$ cat config.mk
export PLATFORM = sky130hd
export DESIGN_NAME = slcps_top
export DESIGN_NICKNAME = d
export VERILOG_FILES = /design/src/slcps_pkg.sv /design/src/slcps_top.sv
export SDC_FILE = /design/constraint.sdc
export NUM_CORES = 1
export LEC_CHECK = 0
export BUFFER_PORTS_ARGS = -buffer_cell sky130_fd_sc_hd__clkbuf_2
export CAP_MARGIN = 25
export CELL_PAD_IN_SITES_DETAIL_PLACEMENT = 1
export CELL_PAD_IN_SITES_GLOBAL_PLACEMENT = 1
export CORE_ASPECT_RATIO = 0.9
export CORE_MARGIN = 2
export CORE_UTILIZATION = 41
export DETAILED_ROUTE_END_ITERATION = 8
export GPL_TIMING_DRIVEN = 0
export HOLD_SLACK_MARGIN = 0.03
export PLACE_DENSITY_LB_ADDON = 0.1
export SYNTH_ARGS = -nofsm -noshare
export SYNTH_HDL_FRONTEND = slang
export SYNTH_SLANG_ARGS = --single-unit
$ cat constraint.sdc
create_clock -name clock_in -period 121.6 [get_ports clock_in]
set_input_delay 18.24 -clock clock_in [delete_from_list [all_inputs] [get_ports clock_in]]
set_output_delay 18.24 -clock clock_in [all_outputs]
set_load 0.05 [all_outputs]
$ cat src/slcps_pkg.sv
// Shared constants and types for the serial line configuration and protocol selector
package slcps_pkg;
    // ---------------------------------------------------------------
    // Clock and timing
    // ---------------------------------------------------------------
    localparam int CLK_HZ           = 40_000_000;
    localparam int MODE_TIMEOUT_S   = 10;
    localparam int MODE_TIMEOUT_CYC = CLK_HZ * MODE_TIMEOUT_S;
    localparam int DIV_W            = 19;
    localparam int BAUD_RATE [16]   = '{2400, 2400, 4800, 9600, 19200, 31250, 38400, 57600,
                                        100000, 115200, 230400, 110, 150, 300, 600, 1200};
    // ---------------------------------------------------------------
    // Register map and fields
    // ---------------------------------------------------------------
    localparam int          AXI_AW       = 4;
    localparam logic [3:0]  OFS_LINE_CFG = 4'h0;
    localparam logic [3:0]  OFS_PROTO    = 4'h4;
    localparam logic [3:0]  OFS_STATUS   = 4'h8;
    localparam logic [3:0]  OFS_SOFT_RST = 4'hc;
    localparam logic [7:0]  LINE_CFG_RST = 8'h06;
    localparam logic [7:0]  PORT_ONE     = 8'h01;
    localparam int          PORT_SEL_LSB = 8;
    localparam int          FMT_DATA7    = 7;
    localparam int          FMT_PAR      = 6;
    localparam int          FMT_ODD      = 5;
    localparam int          FMT_STOP2    = 4;
    localparam int          PSEL_LSB     = 0;
    localparam int          PPROTO_LSB   = 4;
    localparam int          ST_MODE_LSB  = 8;
    localparam int          ST_PROTO_LSB = 10;
    localparam int          ST_REJ_BIT   = 12;
    localparam int          ST_HALT_BIT  = 13;
    localparam logic [1:0]  RESP_OKAY    = 2'b00;
    localparam logic [1:0]  RESP_SLVERR  = 2'b10;
    localparam logic [1:0]  SEL_AUTO     = 2'b00;
    localparam logic [1:0]  SEL_RAW      = 2'b01;
    localparam logic [1:0]  SEL_FIXED    = 2'b10;
    // ---------------------------------------------------------------
    // Types
    // ---------------------------------------------------------------
    typedef enum logic [1:0] {MODE_AUTO = 2'b00, MODE_LOCKED = 2'b01,
                              MODE_RAW = 2'b10, MODE_FIXED = 2'b11} slcps_mode_t;
    typedef enum logic [1:0] {PROTO_NATIVE = 2'b00, PROTO_MB_ASCII = 2'b01,
                              PROTO_MB_RTU = 2'b10, PROTO_HOSTLINK = 2'b11} slcps_proto_t;
    typedef struct packed {
        logic awvalid; logic [AXI_AW-1:0] awaddr; logic wvalid; logic [31:0] wdata;
        logic [3:0] wstrb; logic bready; logic arvalid; logic [AXI_AW-1:0] araddr; logic rready;
    } slcps_axi_req_t;
    typedef struct packed {
        logic awready; logic wready; logic bvalid; logic [1:0] bresp;
        logic arready; logic rvalid; logic [31:0] rdata; logic [1:0] rresp;
    } slcps_axi_rsp_t;
    typedef struct packed {
        logic valid; slcps_proto_t proto; logic check_ok;
    } slcps_frame_t;
    typedef struct packed {
        logic accept; logic check_err; logic reject;
    } slcps_cmd_t;
    typedef struct packed {
        logic data7; logic par_en; logic par_odd; logic stop2; logic [3:0] baud;
    } slcps_fmt_t;
    typedef struct packed {
        logic [7:0] line_cfg; slcps_fmt_t fmt; slcps_mode_t mode; slcps_proto_t lock_proto;
        logic halt; logic halt_seen; logic cfg_rej; logic [31:0] idle_cnt;
        logic [DIV_W-1:0] baud_cnt; logic baud_tick; slcps_cmd_t cmd;
        logic aw_have; logic [AXI_AW-1:0] awaddr; logic w_have; logic [31:0] wdata;
        logic [3:0] wstrb; slcps_axi_rsp_t rsp;
    } slcps_state_t;
endpackage

$ cat src/slcps_top.sv
// Serial line configuration register, bit-rate divider and protocol mode selector
// Notes on behaviour
// - Config byte: high nibble format, low rate
// - 7/8 data, 1/2 stop, odd/even/none parity
// - Format bits: 7 data7, 6 parity, 5 odd, 4 stop2
// - Rate nibble maps to fixed baud table
// - Config write accepted only for port one
// - Config holds until rewritten; soft reset keeps it
// - Config is lost at power-on reset
// - Power-up default 38400, 8 data, none, 1
// - Halt jumper at startup blocks config writes
// - Four protocols recognised on the port
// - Power-on starts in autodetect mode
// - Recognised protocol locks the port
// - Failed check gives a protocol error answer; auto mode drops such a frame
// - Other protocols rejected while locked
// - Ten idle seconds return locked mode to auto
// - Power cycle always returns to autodetect
// - Raw mode: no interpretation, no answers
// - Fixed mode stays on one protocol
// - Rates up to 230.4k supported
// - Half-duplex: ignore receive while transmitting
`timescale 1ns/100ps
`default_nettype none
module slcps_top #(
    parameter int MODE_TIMEOUT_CYC_P = slcps_pkg::MODE_TIMEOUT_CYC
) (
    // Clock and reset
    input  wire logic                   clock_in,
    input  wire logic                   sys_rst_in,
    // Register bus
    input  wire slcps_pkg::slcps_axi_req_t axi_req_in,
    output var  slcps_pkg::slcps_axi_rsp_t axi_rsp_out,
    // Link side
    input  wire logic                   startup_halt_jumper_in,
    input  wire logic                   tx_busy_in,
    input  wire slcps_pkg::slcps_frame_t rx_frame_in,
    // Results
    output var  slcps_pkg::slcps_cmd_t  cmd_out,
    output var  slcps_pkg::slcps_mode_t mode_out,
    output var  slcps_pkg::slcps_proto_t lock_proto_out,
    output var  slcps_pkg::slcps_fmt_t  line_fmt_out,
    output logic                        baud_tick_out
);
    import slcps_pkg::*;

    slcps_state_t s_q;
    slcps_state_t s_d;
    logic         wr_fire;
    logic         rx_seen;

    // ---------------------------------------------------------------
    // Helpers
    // ---------------------------------------------------------------
    function automatic slcps_fmt_t decode(input logic [7:0] b);
        slcps_fmt_t f;
        f = '0;
        f.baud = b[3:0];
        if (!b[FMT_PAR] && b[FMT_ODD]) begin
            f.data7 = 1'b0;
        end else begin
            f.data7   = b[FMT_DATA7];
            f.par_en  = b[FMT_PAR];
            f.par_odd = b[FMT_ODD];
            f.stop2   = b[FMT_STOP2];
        end
        return f;
    endfunction

    function automatic logic [DIV_W-1:0] divisor(input logic [3:0] n);
        int r;
        r = BAUD_RATE[n];
        return DIV_W'((CLK_HZ + r / 2) / r);
    endfunction

    function automatic logic [31:0] read_reg(input logic [AXI_AW-1:0] a, input slcps_state_t s);
        logic [31:0] v;
        v = '0;
        case (a)
            OFS_LINE_CFG: begin
                v[7:0] = s.line_cfg;
                v[PORT_SEL_LSB +: 8] = PORT_ONE;
            end
            OFS_STATUS: begin
                v[7:0] = s.line_cfg;
                v[ST_MODE_LSB +: 2] = s.mode;
                v[ST_PROTO_LSB +: 2] = s.lock_proto;
                v[ST_REJ_BIT] = s.cfg_rej;
                v[ST_HALT_BIT] = s.halt;
            end
            OFS_PROTO: begin
                v[PSEL_LSB +: 2] = (s.mode == MODE_RAW) ? SEL_RAW :
                                   (s.mode == MODE_FIXED) ? SEL_FIXED : SEL_AUTO;
                v[PPROTO_LSB +: 2] = s.lock_proto;
            end
            default: v = '0;
        endcase
        return v;
    endfunction

    assign wr_fire = s_q.aw_have && s_q.w_have && !s_q.rsp.bvalid;
    assign rx_seen = rx_frame_in.valid && !tx_busy_in;

    // ---------------------------------------------------------------
    // Next state
    // ---------------------------------------------------------------
    always_comb begin
        s_d = s_q;
        s_d.cmd = '0;
        s_d.baud_tick = 1'b0;
        // Startup jumper is sampled once after reset release
        if (!s_q.halt_seen) begin
            s_d.halt_seen = 1'b1;
            s_d.halt = startup_halt_jumper_in;
        end
        // Bit-rate enable divider
        if (s_q.baud_cnt == '0) begin
            s_d.baud_cnt = divisor(s_q.fmt.baud) - DIV_W'(1);
            s_d.baud_tick = 1'b1;
        end else begin
            s_d.baud_cnt = s_q.baud_cnt - DIV_W'(1);
        end
        // Protocol selector
        if (s_q.mode == MODE_LOCKED) begin
            s_d.idle_cnt = s_q.idle_cnt + 32'h1;
        end
        if (rx_seen) begin
            case (s_q.mode)
                MODE_AUTO: begin
                    if (rx_frame_in.check_ok) begin
                        s_d.mode = MODE_LOCKED;
                        s_d.lock_proto = rx_frame_in.proto;
                        s_d.idle_cnt = '0;
                        s_d.cmd.accept = 1'b1;
                    end
                end
                MODE_LOCKED, MODE_FIXED: begin
                    if (rx_frame_in.proto != s_q.lock_proto) begin
                        s_d.cmd.reject = 1'b1;
                    end else if (!rx_frame_in.check_ok) begin
                        s_d.cmd.check_err = 1'b1;
                    end else begin
                        s_d.cmd.accept = 1'b1;
                        s_d.idle_cnt = '0;
                    end
                end
                MODE_RAW: s_d.cmd = '0;
                default: s_d.mode = MODE_AUTO;
            endcase
        end else if (s_q.mode == MODE_LOCKED && s_q.idle_cnt >= 32'(MODE_TIMEOUT_CYC_P - 1)) begin
            s_d.mode = MODE_AUTO;
            s_d.idle_cnt = '0;
        end
        // Bus write and read channels
        if (axi_req_in.awvalid && s_q.rsp.awready) begin
            s_d.aw_have = 1'b1;
            s_d.awaddr = axi_req_in.awaddr;
        end
        if (axi_req_in.wvalid && s_q.rsp.wready) begin
            s_d.w_have = 1'b1;
            s_d.wdata = axi_req_in.wdata;
            s_d.wstrb = axi_req_in.wstrb;
        end
        if (s_q.rsp.bvalid && axi_req_in.bready) begin
            s_d.rsp.bvalid = 1'b0;
        end
        if (wr_fire) begin
            s_d.aw_have = 1'b0;
            s_d.w_have = 1'b0;
            s_d.rsp.bvalid = 1'b1;
            s_d.rsp.bresp = RESP_OKAY;
            case ({s_q.awaddr[AXI_AW-1:2], 2'b00})
                OFS_LINE_CFG: begin
                    if (s_q.halt || s_q.wstrb[1:0] != 2'b11 ||
                        s_q.wdata[PORT_SEL_LSB +: 8] != PORT_ONE) begin
                        s_d.cfg_rej = 1'b1;
                        s_d.rsp.bresp = RESP_SLVERR;
                    end else begin
                        s_d.line_cfg = s_q.wdata[7:0];
                        s_d.fmt = decode(s_q.wdata[7:0]);
                        s_d.baud_cnt = '0;
                    end
                end
                OFS_PROTO: begin
                    if (s_q.halt || !s_q.wstrb[0]) begin
                        s_d.cfg_rej = 1'b1;
                        s_d.rsp.bresp = RESP_SLVERR;
                    end else begin
                        s_d.idle_cnt = '0;
                        case (s_q.wdata[PSEL_LSB +: 2])
                            SEL_RAW: s_d.mode = MODE_RAW;
                            SEL_FIXED: begin
                                s_d.mode = MODE_FIXED;
                                s_d.lock_proto = slcps_proto_t'(s_q.wdata[PPROTO_LSB +: 2]);
                            end
                            default: s_d.mode = MODE_AUTO;
                        endcase
                    end
                end
                OFS_SOFT_RST: begin
                    // Soft reset returns a locked selector to auto and clears the error flag, never the line setting
                    if (s_q.wdata[0]) begin
                        s_d.cfg_rej = 1'b0;
                        if (s_q.mode == MODE_LOCKED) begin
                            s_d.mode = MODE_AUTO;
                        end
                        s_d.idle_cnt = '0;
                    end
                end
                default: s_d.rsp.bresp = RESP_SLVERR;
            endcase
        end
        if (s_q.rsp.rvalid && axi_req_in.rready) begin
            s_d.rsp.rvalid = 1'b0;
        end
        if (axi_req_in.arvalid && s_q.rsp.arready) begin
            s_d.rsp.rvalid = 1'b1;
            s_d.rsp.rdata = read_reg({axi_req_in.araddr[AXI_AW-1:2], 2'b00}, s_q);
            s_d.rsp.rresp = ({axi_req_in.araddr[AXI_AW-1:2], 2'b00} == OFS_SOFT_RST) ?
                            RESP_SLVERR : RESP_OKAY;
        end
        s_d.rsp.awready = !s_d.aw_have && !s_d.rsp.bvalid;
        s_d.rsp.wready  = !s_d.w_have && !s_d.rsp.bvalid;
        s_d.rsp.arready = !s_d.rsp.rvalid;
    end

    // ---------------------------------------------------------------
    // State register
    // ---------------------------------------------------------------
    always_ff @(posedge clock_in) begin
        if (sys_rst_in) begin
            s_q <= '0;
            s_q.line_cfg <= LINE_CFG_RST;
            s_q.fmt <= decode(LINE_CFG_RST);
            s_q.mode <= MODE_AUTO;
        end else begin
            s_q <= s_d;
        end
    end

    assign axi_rsp_out    = s_q.rsp;
    assign cmd_out        = s_q.cmd;
    assign mode_out       = s_q.mode;
    assign lock_proto_out = s_q.lock_proto;
    assign line_fmt_out   = s_q.fmt;
    assign baud_tick_out  = s_q.baud_tick;
endmodule
`default_nettype wire

==> results.py, run 1 <==
metrics = {
    "setup_path": {
        "critical_path.max_stage_delay_ps": 860,
        "path_depth": 411,
        "required_ps": 121900,
        "critPathSlowestCell": "a31oi_1",
        "rr_worst_depth": 411,
        "crit_path_max_fanout": 27,
        "cp.arrival_ps": 108340,
        "path_delay_family": "compound AO/OA/AOI/OAI gates",
        "critPathKind": "reg2reg",
        "cp-end-kind": "register",
        "path_buf_inv": 46,
        "crit_top_cell": "o21a_1",
        "start_kind": "register",
    },
    "sta": {
        "slew_headroom_pct": 31.5,
        "tns_ps": 0,
        "finalHoldViolations": 0,
        "finalCriticalPeriod_ps": 108050,
        "clock_skew_ps": 12.6,
        "worst_slew_pin_slew_ps": 1020,
        "final-setup-viol-count": 0,
        "fin_crit_sh_pct": 88.9,
        "final_max_slew_viol_count": 0,
        "fmax_ghz": 0.00926,
        "rsz0062_at_grt": "false",
    },
    "detailed_routing": {
        "first_pass_iters": 5,
        "route.detailed.drc": 0,
        "vias": 29100,
        "drtAntennaViolNets": 0,
        "drt_iter0_drc": 1469,
        "wl_um": 97200,
        "wl_per_cell_um": 20.1,
        "vias_per_cell": 6.04,
    },
    "grt": {
        "antenna_found_initial": 0,
        "grt_util_all_layers_pct": 27.4,
        "grt_max_degree": 28,
        "grt_overflow": 0,
        "grt_pass1_wl_um": 157000,
        "grt_pass1_vias": 29000,
    },
    "synthesis": {
        "ys_seq_area_share_pct": 8.54,
        "synthTopCellsByCount": "420 x nor2_1, 398 x ha_1, 349 x nand2_1, 308 x a21oi_1, 235 x nor3_1",
        "syn_area_um2": 27400,
        "syn_inst": 3816,
        "synth_top_area_share_pct": 18.2,
        "synth_top_area_cell": "ha_1",
        "synthMuxAreaShare_pct": 5.16,
        "synth_ff_type": "dfxtp_1",
        "synthXorXnorAreaFrac_pct": 7.06,
        "synth_compound_gate_area_share_pct": 28.9,
        "synthTopCellsByArea": "ha_1 18%, dfxtp_1 8.5%, nor2_1 5.7%",
        "synth_warnings": 0,
        "synth_edf_count": 0,
        "ys_ff_latch": 117,
        "synth-adder-area-share_pct": 18.2,
        "yosysMostFrequentCell": "nor2_1",
        "ys_async_sr_fraction_pct": 0,
        "synth_simple_gate_area_share_pct": 27.7,
        "synth_top_family_by_area": "compound AO/OA/AOI/OAI gates",
        "avgSynthCellArea_um2": 7.19,
        "ys_types": 120,
    },
    "min_path": {
        "hold_class": "reg2reg",
        "hold_path_depth": 2,
    },
    "cts": {
        "cts_hold_buf": 0,
        "cts_buffers": 17,
        "clockBufferDepth": 2,
        "htreeDepth": 4,
        "post_cts_buffers": 0,
        "clkTransAtPathRegs_ps": 70,
        "clock-sinks": 117,
        "clk_latency_ps": 430,
        "cts_tree": "done",
        "ctsResizeCount": 0,
        "cts_root_buf": "clkbuf_16",
    },
    "placement": {
        "portBuffers": 70,
        "globalplace.congestion": 0.882,
        "place_hpwl_um": 79300,
    },
    "run_status": {
        "status": "finished, final reports clean",
    },
    "floorplanning": {
        "num_rows": 89,
        "die_y_um": 249,
        "boundaryPins": 114,
        "dieArea_um2": 69000,
        "start_util_pct": 41.6,
        "fp.dieW_um": 277,
        "core_um2": 65900,
    },
    "cells_and_area": {
        "antennaDiodeCount": 0,
        "finish.utilization_pct": 45.3,
        "final_layout_size_suffix_gt1_share_pct": 11.5,
        "finish.net_count": 4405,
        "syn_to_final_growth_pct": 8.92,
    },
    "run": {
        "drv_cap": 0,
    },
}
-- cell type report --
cell class              instances  area (um2)
fillers                      8503       36000
multi-input cells            3483       24000
flip-flops and latches        117        2340
well taps                     864        1080
plain buffers                 164         910
repair buffers                 85         676
clock buffers                  17         425
inverters                      82         308
clock inverters                15         130
-- per-layer routing --
layer,up-vias,GRT usage [%],part of all wire (%)
met3,71,1.65,3.3
met1,14100,39.9,52
met2,511,44.5,44
met4,0,5.09,1.5
met5,-,0,0
li1,14500,-,-
-- metrics by stage --
stage	worst slack, ps	hold slack [ps]	instance area [um2]	cells
floorplan	36820	426	27500	3846
global placement	14110	439	29000	4780
detailed placement	15380	444	29300	4795
CTS	14850	459	29900	4827
global route	5290	477	29900	4827
finish	13550	456	29900	4827
-- cell usage in the layout (no fill, tap or decap), types with 85 or more instances in the layout --
cell | synthesis | layout
o21a_1 | 185 | 184
o21ai_0 | 151 | 151
xor2_1 | 99 | 99
ha_1 | 398 | 398
mux2_2 | 85 | 85
nor3_1 | 235 | 235
a21oi_1 | 308 | 308
dfxtp_1 | 117 | 117
xnor2_1 | 122 | 122
or2_2 | 86 | 86
nor2_1 | 420 | 420
nand2_1 | 349 | 348
-- worst register-to-register path: cells and delay by family (launching register included) --
kind / cells / cell delay, ps
xor gates and xnor gates: 1 / 200
AOI/OAI and AO/OA: 232 / 55810
buffers and inverters: 46 / 16230
muxes: 5 / 1900
and+or+nand+nor: 97 / 23290
adders and majority gates: 30 / 9780
DFF: 1 / 620
-- kinds of logic after synthesis --
logic type	Yosys count
AND/OR/NAND/NOR	1544
AO/OA/AOI/OAI	1158
adder cells (fa/ha/maj)	399
buffers and inverters	246
XOR/XNOR	221
multiplexers	129
flip-flops	117
other	2
-- flip-flops by register name, summed over array words and instances, names as in the netlist --
name	flops
baud_tick_out	1
cmd_out	3
mode_out	2
line_fmt_out	4
lock_proto_out	2
axi_rsp_out	21
s_q	84
-- path summary, 6_finish.rpt --
| kind | start | end | slack, ps |
|---|---|---|---|
| worst max-delay path | s_q[153]$_SDFFE_PP0P_ | s_q[105]$_SDFF_PP0_ | 13550 |
| worst min-delay path | line_fmt_out[4]$_SDFFE_PP0P_ | line_fmt_out[4]$_SDFFE_PP0P_ | 460 |
| worst max register to register | s_q[153]$_SDFFE_PP0P_ | s_q[105]$_SDFF_PP0_ | 13550 |
| worst min register to register | line_fmt_out[4]$_SDFFE_PP0P_ | line_fmt_out[4]$_SDFFE_PP0P_ | 460 |
Power of run 1 is not shown: default switching activity piles up to over one toggle a cycle in this logic, so the estimate is an artifact.
==> inputs of run 2 (changes only) <==
- CORE_UTILIZATION: 41 -> 48
==> results.py, run 2 (synthesized netlist as in run 1, its figures left out) <==
metrics = {
    "floorplanning": {
        "die_y_um": 231,
        "start_util_pct": 48.3,
        "boundaryPins": 114,
        "dieArea_um2": 59100,
        "num_rows": 83,
        "fp.dieW_um": 256,
        "core_um2": 56800,
    },
    "detailed_routing": {
        "wl_um": 95800,
        "drtAntennaViolNets": 0,
        "drt_iter0_drc": 1801,
        "route.detailed.drc": 0,
        "vias_per_cell": 6.26,
        "wl_per_cell_um": 20.3,
        "first_pass_iters": 5,
        "vias": 29600,
    },
    "setup_path": {
        "r2r_slack_ps": 14360,
        "reg2reg_from": "s_q[154]$_SDFFE_PP1P_",
        "cp-end-kind": "register",
        "crit_path_max_fanout": 27,
        "path_buf_inv": 47,
        "cp.arrival_ps": 107530,
        "start_kind": "register",
        "critical_path.max_stage_delay_ps": 890,
        "critPathKind": "reg2reg",
        "critPathSlowestCell": "a221oi_1",
        "rr_worst_depth": 409,
        "required_ps": 121890,
        "path_delay_family": "compound AO/OA/AOI/OAI gates",
        "crit_top_cell": "o21a_1",
        "timing.rr.end": "s_q[101]$_SDFF_PP0_",
    },
    "placement": {
        "place_hpwl_um": 77600,
        "dpl.cell_count": 4696,
        "dpl_cell_area_um2": 29200,
        "portBuffers": 70,
        "globalplace.congestion": 0.914,
        "preCtsSetupSlack_ps": 16530,
    },
    "cts": {
        "cts_tree": "done",
        "clk_latency_ps": 430,
        "ctsResizeCount": 0,
        "cts_buffers": 17,
        "clockBufferDepth": 2,
        "cts_root_buf": "clkbuf_16",
        "htreeDepth": 4,
        "clkTransAtPathRegs_ps": 70,
        "cts_hold_buf": 0,
        "clock-sinks": 117,
        "post_cts_buffers": 0,
    },
    "sta": {
        "tns_ps": 0,
        "final-setup-viol-count": 0,
        "slew_headroom_pct": 33.3,
        "final_max_slew_viol_count": 0,
        "finalHoldViolations": 0,
        "worst_slew_pin_slew_ps": 992,
        "finalCriticalPeriod_ps": 107240,
        "clock_skew_ps": 12.0,
        "fmax_ghz": 0.00932,
        "rsz0062_at_grt": "false",
        "fin_crit_sh_pct": 88.2,
        "setup_ws_ps": 14360,
    },
    "cells_and_area": {
        "multiInputGateArea_um2": 24000,
        "largest_register": "s_q",
        "antennaDiodeCount": 0,
        "stdcell_count": 4728,
        "largest_reg_flops": 84,
        "final_area_um2": 29800,
        "regArea_um2": 2340,
        "syn_to_final_growth_pct": 8.63,
        "layout_common_cells": "420 x nor2_1, 398 x ha_1, 348 x nand2_1",
        "final_layout_size_suffix_gt1_share_pct": 11.5,
        "mostFrequentLayoutCell": "nor2_1",
        "fillCellCount": 7490,
        "finish.net_count": 4405,
    },
    "run_status": {
        "status": "finished, final reports clean",
    },
    "min_path": {
        "holdPathEnd": "s_q[159]$_SDFFE_PP0P_",
        "worstHoldStart": "s_q[159]$_SDFFE_PP0P_",
        "hold_class": "reg2reg",
        "hold_path_depth": 2,
    },
    "grt": {
        "grt_pass1_vias": 29400,
        "grt_util_all_layers_pct": 31.5,
        "antenna_found_initial": 0,
        "grt_max_degree": 30,
        "grt_pass1_wl_um": 155000,
        "grt_overflow": 0,
    },
    "run": {
        "drv_cap": 0,
    },
}
-- run 2: layer usage --
metal  vias to the layer above  global-route usage [%]  part of all wire (%)  routed length (um)
met5                         -                       0                     0                   0
met4                         0                    6.96                   2.0                1930
met3                       117                    1.94                   3.6                3460
met2                       606                    52.4                    44               42500
met1                     14300                    44.5                    50               47900
li1                      14500                       -                     -                   -
-- run 2: how the worst max path moves through the flow --
| stage | cells past startpoint | slack [ps] | to | from |
|---|---|---|---|---|
| 2_1_floorplan | 421 | 36820 | s_q[105]$_SDFF_PP0_ | s_q[154]$_SDFFE_PP1P_ |
| 3_3_place_gp | 409 | 15620 | s_q[105]$_SDFF_PP0_ | s_q[154]$_SDFFE_PP1P_ |
| 3_5_place_dp | 409 | 16530 | s_q[105]$_SDFF_PP0_ | s_q[154]$_SDFFE_PP1P_ |
| 4_1_cts | 410 | 16060 | s_q[101]$_SDFF_PP0_ | s_q[154]$_SDFFE_PP1P_ |
| 5_1_grt | 408 | 5810 | s_q[101]$_SDFF_PP0_ | s_q[153]$_SDFFE_PP0P_ |
| 6_report | 409 | 14360 | s_q[101]$_SDFF_PP0_ | s_q[154]$_SDFFE_PP1P_ |
-- run 2: area by class of cell --
cell class | instances | area share (%)
multi-input cells | 3483 | 80.6
repair buffers | 85 | 2.25
clock inverters | 15 | 0.613
clock buffers | 17 | 1.43
plain buffers | 164 | 3.05
well taps | 765 | 3.21
flip-flops and latches | 117 | 7.86
inverters | 82 | 1.03
-- run 2: through the flow --
step	utilization, %	hold slack, ps
5_1_grt	52.5	479
3_5_place_dp	51.4	446
6_report	52.5	459
3_3_place_gp	50.8	440
4_1_cts	52.5	455
2_1_floorplan	-	426
-- run 2: worst reg2reg max path: cells and delay by family, from the launching register on --
family | cells | cell delay, ps
AO/OA/AOI/OAI | 227 | 54790
buffers and inverters | 47 | 16250
flip-flops | 1 | 430
adder cells (fa/ha/maj) | 30 | 9650
multiplexers | 7 | 2640
XOR/XNOR | 1 | 220
AND/OR/NAND/NOR | 97 | 23140
Power of run 2 is left out for the same reason.
